**src/temp_readout_cfg.svh**
```systemverilog
/*
  Offsets, field positions, reset values and timing counts of the ambient
  temperature readout. Assumes a 40 MHz ref_clk and a two-wire bus host.
*/
`ifndef TEMP_READOUT_CFG_SVH
`define TEMP_READOUT_CFG_SVH

`define AMBIENT_TEMP_PTR 8'h05
`define MAKER_ID_PTR 8'h06
`define AMBIENT_TEMP_RESET 16'h0000
`define CRIT_FLAG_BIT 15
`define UPPER_FLAG_BIT 14
`define LOWER_FLAG_BIT 13
`define SIGN_BIT 12
`define SLAVE_ADDR_DEF 7'h18
// arbitrary neutral identification value
`define MAKER_ID_DEF 16'h5a3c
`define RES_MASK_HALF 13'h1ff8
`define RES_MASK_QUARTER 13'h1ffc
`define RES_MASK_EIGHTH 13'h1ffe
`define RES_MASK_SIXTEENTH 13'h1fff
`define CLK_HZ 40000000
`define CONV_MS_HALF 30
`define CONV_MS_QUARTER 65
`define CONV_MS_EIGHTH 130
`define CONV_MS_SIXTEENTH 250
`define CONV_CYC_HALF (`CONV_MS_HALF * (`CLK_HZ / 1000))
`define CONV_CYC_QUARTER (`CONV_MS_QUARTER * (`CLK_HZ / 1000))
`define CONV_CYC_EIGHTH (`CONV_MS_EIGHTH * (`CLK_HZ / 1000))
`define CONV_CYC_SIXTEENTH (`CONV_MS_SIXTEENTH * (`CLK_HZ / 1000))

`endif

```
**src/temp_readout_pkg.sv**
```systemverilog
/*
  Types of the ambient temperature readout.
  Assumes temp_readout_cfg.svh supplies the numbers.
*/
`default_nettype none
package temp_readout_pkg;
  typedef struct packed {
    logic [10:0] critical_limit;
    logic [10:0] upper_limit;
    logic [10:0] lower_limit;
  } limits_t;

  typedef enum logic [1:0] {
    RES_HALF = 2'h0,
    RES_QUARTER = 2'h1,
    RES_EIGHTH = 2'h2,
    RES_SIXTEENTH = 2'h3
  } res_t;

  typedef enum logic [3:0] {
    ST_IDLE = 4'h0,
    ST_ADDR = 4'h1,
    ST_ADDR_ACK = 4'h3,
    ST_PTR = 4'h2,
    ST_PTR_ACK = 4'h6,
    ST_WDAT = 4'h7,
    ST_WDAT_ACK = 4'h5,
    ST_RD = 4'h4,
    ST_RD_ACK = 4'hc
  } bus_state_t;
endpackage : temp_readout_pkg
`default_nettype wire

```
**src/ambient_temperature_readout.sv**
```systemverilog
/*
  Ambient temperature register, maker identification register and the
  two-wire slave that reads them. Assumes conv_result comes from the
  converter on ref_clk and that scl/sda arrive asynchronously from pins.
*/
`timescale 1ns/100ps
`default_nettype none
`include "temp_readout_cfg.svh"
module ambient_temperature_readout #(
  parameter logic [6:0] slave_addr = `SLAVE_ADDR_DEF,
  parameter logic [15:0] maker_id = `MAKER_ID_DEF,
  parameter int conv_cycles_half = `CONV_CYC_HALF,
  parameter int conv_cycles_quarter = `CONV_CYC_QUARTER,
  parameter int conv_cycles_eighth = `CONV_CYC_EIGHTH,
  parameter int conv_cycles_sixteenth = `CONV_CYC_SIXTEENTH
)(
  input wire logic ref_clk,
  input wire logic rstn,
  input wire logic scl_i,
  input wire logic sda_i,
  output logic sda_o,
  output logic sda_oe,
  input wire logic [12:0] conv_result,
  input wire temp_readout_pkg::limits_t limits,
  input wire temp_readout_pkg::res_t resolution,
  output logic [15:0] ambient_temp,
  output logic conv_tick
);
  logic [23:0] conv_cnt;
  logic [12:0] sample;
  logic signed [12:0] crit_ext, upper_ext, lower_ext;
  logic flag_crit, flag_upper, flag_lower;

  function automatic logic [23:0] period_of(input temp_readout_pkg::res_t r);
    case (r)
      temp_readout_pkg::RES_HALF: return 24'(conv_cycles_half - 1);
      temp_readout_pkg::RES_QUARTER: return 24'(conv_cycles_quarter - 1);
      temp_readout_pkg::RES_EIGHTH: return 24'(conv_cycles_eighth - 1);
      default: return 24'(conv_cycles_sixteenth - 1);
    endcase
  endfunction : period_of

  // conversion period timer
  always_ff @(posedge ref_clk or negedge rstn)
  begin
    if (!rstn)
    begin
      conv_cnt <= 24'h000000;
      conv_tick <= 1'b0;
    end
    else if (conv_cnt >= period_of(resolution))
    begin
      conv_cnt <= 24'h000000;
      conv_tick <= 1'b1;
    end
    else
    begin
      conv_cnt <= conv_cnt + 24'h000001;
      conv_tick <= 1'b0;
    end
  end

  always_comb
  begin
    unique case (resolution)
      temp_readout_pkg::RES_HALF: sample = conv_result & `RES_MASK_HALF;
      temp_readout_pkg::RES_QUARTER: sample = conv_result & `RES_MASK_QUARTER;
      temp_readout_pkg::RES_EIGHTH: sample = conv_result & `RES_MASK_EIGHTH;
      temp_readout_pkg::RES_SIXTEENTH: sample = conv_result & `RES_MASK_SIXTEENTH;
    endcase
  end

  // limits sit on bits 12:2 of the temperature scale
  assign crit_ext = $signed({limits.critical_limit, 2'b00});
  assign upper_ext = $signed({limits.upper_limit, 2'b00});
  assign lower_ext = $signed({limits.lower_limit, 2'b00});
  // no alert setting reaches these compares
  assign flag_crit = $signed(sample) >= crit_ext;
  assign flag_upper = $signed(sample) > upper_ext;
  assign flag_lower = $signed(sample) < lower_ext;

  // one parallel load of flags and data
  always_ff @(posedge ref_clk or negedge rstn)
  begin
    if (!rstn)
      ambient_temp <= `AMBIENT_TEMP_RESET;
    else if (conv_tick)
      ambient_temp <= {flag_crit, flag_upper, flag_lower, sample};
  end

  // pin synchronisers
  logic [2:0] scl_s, sda_s;
  logic scl_q, sda_q, scl_d, sda_d;
  logic scl_rise, scl_fall, bus_start, bus_stop;

  always_ff @(posedge ref_clk or negedge rstn)
  begin
    if (!rstn)
    begin
      scl_s <= 3'h7;
      sda_s <= 3'h7;
      scl_q <= 1'b1;
      sda_q <= 1'b1;
      scl_d <= 1'b1;
      sda_d <= 1'b1;
    end
    else
    begin
      scl_s <= {scl_s[1:0], scl_i};
      sda_s <= {sda_s[1:0], sda_i};
      scl_q <= (scl_s[1] == scl_s[2]) ? scl_s[2] : scl_q;
      sda_q <= (sda_s[1] == sda_s[2]) ? sda_s[2] : sda_q;
      scl_d <= scl_q;
      sda_d <= sda_q;
    end
  end

  assign scl_rise = scl_q & ~scl_d;
  assign scl_fall = ~scl_q & scl_d;
  assign bus_start = scl_q & scl_d & sda_d & ~sda_q;
  assign bus_stop = scl_q & scl_d & ~sda_d & sda_q;

  temp_readout_pkg::bus_state_t state;
  logic [3:0] bit_cnt;
  logic [7:0] shreg, pointer, tx_byte;
  logic [15:0] rd_word, reg_value;
  logic read_dir, host_nack;

  always_comb
  begin
    if (pointer == `AMBIENT_TEMP_PTR)
      reg_value = ambient_temp;
    else if (pointer == `MAKER_ID_PTR)
      reg_value = maker_id;
    else
      reg_value = 16'h0000;
  end

  assign sda_o = 1'b0;

  always_ff @(posedge ref_clk or negedge rstn)
  begin
    if (!rstn)
    begin
      state <= temp_readout_pkg::ST_IDLE;
      bit_cnt <= 4'h0;
      shreg <= 8'h00;
      pointer <= 8'h00;
      tx_byte <= 8'h00;
      rd_word <= 16'h0000;
      read_dir <= 1'b0;
      host_nack <= 1'b0;
      sda_oe <= 1'b0;
    end
    else if (bus_start)
    begin
      state <= temp_readout_pkg::ST_ADDR;
      bit_cnt <= 4'h0;
      sda_oe <= 1'b0;
    end
    else if (bus_stop)
    begin
      state <= temp_readout_pkg::ST_IDLE;
      sda_oe <= 1'b0;
    end
    else if (scl_rise)
    begin
      shreg <= {shreg[6:0], sda_q};
      bit_cnt <= bit_cnt + 4'h1;
      if (state == temp_readout_pkg::ST_RD_ACK)
        host_nack <= sda_q;
    end
    else if (scl_fall)
    begin
      unique case (state)
        temp_readout_pkg::ST_ADDR:
          if (bit_cnt == 4'h8)
          begin
            if (shreg[7:1] == slave_addr)
            begin
              state <= temp_readout_pkg::ST_ADDR_ACK;
              read_dir <= shreg[0];
              rd_word <= reg_value;
              sda_oe <= 1'b1;
            end
            else
              state <= temp_readout_pkg::ST_IDLE;
          end
        temp_readout_pkg::ST_ADDR_ACK:
        begin
          bit_cnt <= 4'h0;
          if (read_dir)
          begin
            state <= temp_readout_pkg::ST_RD;
            tx_byte <= {rd_word[14:8], 1'b0};
            sda_oe <= ~rd_word[15];
          end
          else
          begin
            state <= temp_readout_pkg::ST_PTR;
            sda_oe <= 1'b0;
          end
        end
        temp_readout_pkg::ST_PTR:
          if (bit_cnt == 4'h8)
          begin
            state <= temp_readout_pkg::ST_PTR_ACK;
            pointer <= shreg;
            sda_oe <= 1'b1;
          end
        temp_readout_pkg::ST_WDAT:
          if (bit_cnt == 4'h8)
          begin
            state <= temp_readout_pkg::ST_WDAT_ACK; // data dropped
            sda_oe <= 1'b1;
          end
        temp_readout_pkg::ST_PTR_ACK, temp_readout_pkg::ST_WDAT_ACK:
        begin
          state <= temp_readout_pkg::ST_WDAT;
          bit_cnt <= 4'h0;
          sda_oe <= 1'b0;
        end
        temp_readout_pkg::ST_RD:
          if (bit_cnt == 4'h8)
          begin
            state <= temp_readout_pkg::ST_RD_ACK;
            sda_oe <= 1'b0;
          end
          else
          begin
            sda_oe <= ~tx_byte[7];
            tx_byte <= {tx_byte[6:0], 1'b0};
          end
        temp_readout_pkg::ST_RD_ACK:
          if (host_nack)
            state <= temp_readout_pkg::ST_IDLE;
          else
          begin
            // upper byte then lower byte
            state <= temp_readout_pkg::ST_RD;
            bit_cnt <= 4'h0;
            rd_word <= {rd_word[7:0], rd_word[15:8]};
            tx_byte <= {rd_word[6:0], 1'b0};
            sda_oe <= ~rd_word[7];
          end
        temp_readout_pkg::ST_IDLE:
          sda_oe <= 1'b0;
      endcase
    end
  end
endmodule : ambient_temperature_readout
`default_nettype wire

```
**config.mk**
```make
export PLATFORM = sky130hd
export DESIGN_NAME = ambient_temperature_readout
export DESIGN_NICKNAME = d
export VERILOG_FILES = /design/src/temp_readout_pkg.sv /design/src/ambient_temperature_readout.sv
export VERILOG_INCLUDE_DIRS = /design/src
export SDC_FILE = /design/constraint.sdc
export NUM_CORES = 1
export LEC_CHECK = 0
export ABC_AREA = 1
export BUFFER_PORTS_ARGS = -buffer_cell sky130_fd_sc_hd__buf_2
export CAP_MARGIN = 20
export CORE_ASPECT_RATIO = 1.2
export CORE_MARGIN = 2
export CORE_UTILIZATION = 25
export CTS_BUF_LIST = sky130_fd_sc_hd__clkbuf_4 sky130_fd_sc_hd__clkbuf_8
export CTS_CLUSTER_DIAMETER = 150
export DETAILED_ROUTE_END_ITERATION = 6
export PLACE_DENSITY = 0.46
export SLEW_MARGIN = 20
export SYNTH_ARGS = -nofsm -noshare
export SYNTH_HDL_FRONTEND = slang
export SYNTH_SLANG_ARGS = --single-unit
```
**constraint.sdc**
```tcl
create_clock -name ref_clk -period 2.7 [get_ports ref_clk]
set_input_delay 0.135 -clock ref_clk [delete_from_list [all_inputs] [get_ports ref_clk]]
set_output_delay 0.135 -clock ref_clk [all_outputs]
set_load 0.03 [all_outputs]
```
; Word-level counts from Yosys, hierarchy flattened
; Cells that the tools add are included.
[word_totals]
reg_bits = 102
inputBits = 52
wordCells = 137
out_inout_bits = 19
[op_classes]
n_bitwise = 17
addsub = 2
n_lt_le_gt_ge = 4
n_reduce_logical = 21
n_mux = 43
eq_ne = 32
[ops]
columns = operator, n
row1 = $pmux 24 s3, 1
row2 = $mux 16, 4
row3 = $mux 4, 13
row4 = $pmux 13 s4, 1
row5 = $pmux 16 s2, 1
row6 = $ne 4x4->1 const B, 7
row7 = $pmux 4 s7, 1
row8 = $add 24x1->24 const B, 1
row9 = $ge 24x24->1, 1
row10 = $mux 24, 1
row11 = $mux 8, 3
row12 = $pmux 8 s3, 1
row13 = $eq 4x3->1 const B, 4
row14 = $eq 8x3->1 const B, 2
row15 = $reduce_and 8->1, 2
row16 = $mux 15, 1
row17 = $reduce_and 7->1, 2
row18 = $ge 13x13->1, 1
row19 = $gt 13x13->1, 1
row20 = $lt 13x13->1, 1
row21 = $ne 2x2->1 const B, 6
row22 = $reduce_and 6->1, 2
row23 = $mux 1, 11
row24 = $not 1->1, 10
row25 = other kinds (25), 41

; Logic depth before layout (Yosys ltp)
[depth]
depth_word = 8
mapped_depth = 14
ltp_nobuf = 13

; Worst setup path after synthesis
; Ideal clock, no wire load.
[synth_path]
kind = register to register
from = reg scl_q
to = reg state[0]
synth_period_minus_slack_ns = 1.749
required_ns = 2.569
slack_ns = 0.951
path_stages_with_launch = 9
setup_time_ns = 0.131
t_arrival_ns = 1.617
n_path_buf = 0
cell_sequence = dfstp_2 > ha_1 > nand3_2 > nand2_1 > inv_1 > nand3_1 > nand3_1 > nor2_1 > o21ai_0
[synth_between]
elab_chain_cells = 5
word_cells_on_any_way = 18
classes_between = 5 x eq/ne / 2 x mux / 8 x bitwise / 3 x reduce/logical
[synth_lines]
columns = element, line
row1 = from (decl), ambient_temperature_readout.sv:93  ; logic scl_q, sda_q, scl_d, sda_d;
row2 = from (signal assigned), ambient_temperature_readout.sv:111  ; scl_q <= (scl_s[1] == scl_s[2]) ? scl_s[2] : scl_q;
row3 = $and 1x1->1, "ambient_temperature_readout.sv:120, ambient_temperature_readout.sv:121"
row4 = "$and 1x1->1, on equally long branches (2 in a row)", "ambient_temperature_readout.sv:120, ambient_temperature_readout.sv:121"
row5 = $reduce_bool 9->1 (no source line) (tied with other cells), --
row6 = $reduce_and 7->1 (no source line) / $mux 4 (equally long branches), --
row7 = to (signal assigned), ambient_temperature_readout.sv:145  ; state <= temp_readout_pkg::ST_IDLE;
row8 = to (signal assigned), ambient_temperature_readout.sv:157  ; state <= temp_readout_pkg::ST_ADDR;
row9 = to (signal assigned), ambient_temperature_readout.sv:163  ; state <= temp_readout_pkg::ST_IDLE;
row10 = to (decl), ambient_temperature_readout.sv:123  ; temp_readout_pkg::bus_state_t state;
; Several ways; a longest one is shown, not always the timed one.
; A chain may end at the register's enable or synchronous reset.

; Final worst setup path
[layout_path]
from = reg bit_cnt[0]
to = reg rd_word[4]
[layout_between]
elab_chain_cells = 3
[layout_lines]
columns = element, line
row1 = from (decl), ambient_temperature_readout.sv:124  ; logic [3:0] bit_cnt;
row2 = from (signal assigned), ambient_temperature_readout.sv:169  ; bit_cnt <= bit_cnt + 4'h1;
row3 = $eq 4x4->1, ambient_temperature_readout.sv:177  ; if (bit_cnt == 4'h8)
row4 = $ne 2x2->1 (no source line), --
row5 = $reduce_and 8->1 (no source line), --
row6 = to (signal assigned), ambient_temperature_readout.sv:183  ; rd_word <= reg_value;
row7 = to (signal assigned), ambient_temperature_readout.sv:242  ; rd_word <= {rd_word[7:0], rd_word[15:8]};
row8 = to (decl), ambient_temperature_readout.sv:126  ; logic [15:0] rd_word, reg_value;
; Every way passes these cells.

==> qor.yml <==
outcome: "completed"
worstPathRequired_ps: 2990
p_leak_nw: 3.79
crit_chain: "inv_1 -> ha_1 -> nand2_1 -> nor2_1 -> inv_1 -> o21ai_0 -> nand3b_1 -> o21ai_0"
cp_num_buf_inv: 2
crit_family: "simple AND/OR/NAND/NOR gates"
final_nets: 1040
post-route-period-util_pct: 79.3
synth-main-ff-cell: "dfrtp_1"
combPwrFrac_pct: 28.8
portBuffers: 69
drc: 0
synth.distinct_cells: 38
grt_max_degree: 42
start_kind: "flop"
gp_congestion: 0.864
final_common_cell: "nand2_1"
slowest_delay_ps: 470
cts_buffers: 9
grt_overflow: 0
ant_nets: 0
syn_inst: 853
die-area_mm2: 0.0272
grt_antenna_before_repair: 1
cts_buffer_depth: 2
syn_nets: 967
track_usage_pct: 13.0
hold_depth: 3
setup_tns_ps: 0
fin_crit_ps: 2140
fin_cells: 1262
design_area_mm2: 0.00742
hold_viol: 0
cts-htree-levels: 3
synth_edf_count: 0
ir_worst_vdd_mv: 0.218
place_inst: 1242
initial_core_util_pct: 25.4
place_hpwl_um: 13200
syn_area_mm2: 0.00646
worstSkewPairLatency_ps: 370
switching_share_pct: 37.6
die-width_um: 151
setup_viol: 0
skew_ps: 8.70
reg2reg_depth: 8
io-pin-count: 71
hold_ws_ps: 48.1
yosysSeqAreaShare_pct: 39.3
rows: 64
arrival_ps: 2430
dpl-instance-area_mm2: 0.00716
p_clk_share_pct: 24.9
yosysWarnings: 0
final.fill_count: 2871
final_core_util_pct: 29.1
cts_sinks: 101
area_growth_pct: 14.7
powerDensity_mw_per_mm2: 589
post_drt_wl_per_cell_um: 13.4
cts_tree: "done"
grt_pass1_vias: 5484
drive_above_1_share_pct: 12.6
rsz0062_at_grt: "false"
timing.slew.headroom_pct: 58.9
syn_avg_cell_area_um2: 7.58
crit_fanout: 15
cp_slowest_cell: "nand3b_1"
fmax_mhz: 467
endpoint_kind: "flop"
intPower_mw: 2.72
vias_per_cell: 4.36
finalMaxSlewViolations: 0
worst-slew-pin-transition_ps: 617
crit_type: "flop to flop"
clkTransAtPathRegs_ps: 100
hold_path_class: "input pin to flop"
cts_setup_buffers: 0
async_flop_share_pct: 100
p_switching_mw: 1.64
via_count: 5497
ys_ff_latch: 101
grt_pass1_wl_um: 28000
firstDrtPassIters: 4
coreArea_mm2: 0.0255
cp.depth: 8
cts_root_buf: "clkbuf_8"
wl_um: 16900
pwr-share-seq_pct: 46.3
first_iter_violations: 234
die_y_um: 180
layout_common_cells: "nand2_1, inv_1, dfrtp_1"
max-cap-violations: 0
==> power by group through the flow <==
stage	Sequential, mW	Combinational [mW]	Clock [mW]
after floorplan	2.21	0.642	0
after global placement	2.06	1.26	0
after detailed placement	2.06	1.27	0
after CTS	2.03	1.28	1.15
after global routing	2.07	1.43	1.19
final	2.02	1.26	1.09
==> worst min-delay path, stage by stage <==
cell and delay (ps):
buf_2 130, nand2_1 70, nand2_1 60
==> area by class of cell <==
class	count	area (µm²)	area share (%)
Clock inverter	6	86.3	1.16
Multi-Input combinational cell	608	3330	44.9
Sequential cell	101	2540	34.2
Antenna cell	1	2.50	0.0337
Timing Repair Buffer	75	413	5.57
Inverter	131	492	6.63
Tap cell	330	413	5.57
Clock buffer	10	138	1.86
==> final timing paths <==
| check | startpoint | to | slack, ps |
|---|---|---|---|
| max in group asynchronous | rstn | conv_cnt[18] | 1650 |
| max reg2reg | bit_cnt[0] | rd_word[4] | 560 |
| min in group asynchronous | rstn | ambient_temp[15] | 310 |
| min | conv_result[12] | ambient_temp[12] | 50 |
| min reg2reg | sda_s[0] | sda_s[1] | 360 |
| max | bit_cnt[0] | rd_word[4] | 560 |
==> state kept, by name, indices dropped and copies added (netlist names), 3 cells and up <==
name,flops
rd_word,16
bit_cnt,4
state,4
sda_s,3
ambient_temp,16
conv_cnt,24
tx_byte,7
shreg,8
scl_s,3
pointer,8
==> synth_stat cells (3+ instances only) <==
master	count	share of area, %
dfstp_2	10	4.1
buf_4	3	0.35
o21ai_2	7	0.95
xor2_1	13	1.8
nor3_1	9	0.70
xnor2_1	6	0.81
nand2_1	237	14
nand4_1	15	1.5
o221ai_1	5	0.68
buf_6	5	0.87
a21oi_1	24	1.9
ha_1	62	12
inv_1	128	7.4
nor2_4	3	0.52
o21a_1	4	0.46
inv_2	3	0.17
o21ai_1	6	0.46
dfrtp_1	91	35
o22ai_1	3	0.29
o21ai_0	60	4.6
nor2_1	90	5.2
clkbuf_1	4	0.23
nand3_1	44	3.4
==> metrics by stage <==
step | setup WS (ps) | total power, mW
after floorplan | 951 | 2.85
after global placement | 451 | 3.32
after detailed placement | 365 | 3.33
after CTS | 540 | 4.46
after global routing | 308 | 4.69
final | 560 | 4.37
==> layer usage <==
metal | track usage [%] | wire, µm
met5 | 0 | 0
met2 | 22.2 | 8390
met4 | 4.64 | 211
met1 | 16.6 | 8020
met3 | 1.82 | 304
==> logic make-up after synthesis <==
group,Yosys count,share of synthesized area [%]
adder cells (fa/ha/maj),64,12.3
XOR/XNOR,19,2.57
buffers and inverters,144,9.13
AND/OR/NAND/NOR,409,26.6
flip-flops,101,39.3
other,1,0.0580
AO/OA/AOI/OAI,115,10.0
==> timing repair <==
item / CTS / global route
endpoints found under the hold margin: 41 / 0
resized for setup: 0 / 0
hold buffers: 3 / 0
Note: power is estimated with default switching activity, not from simulation.
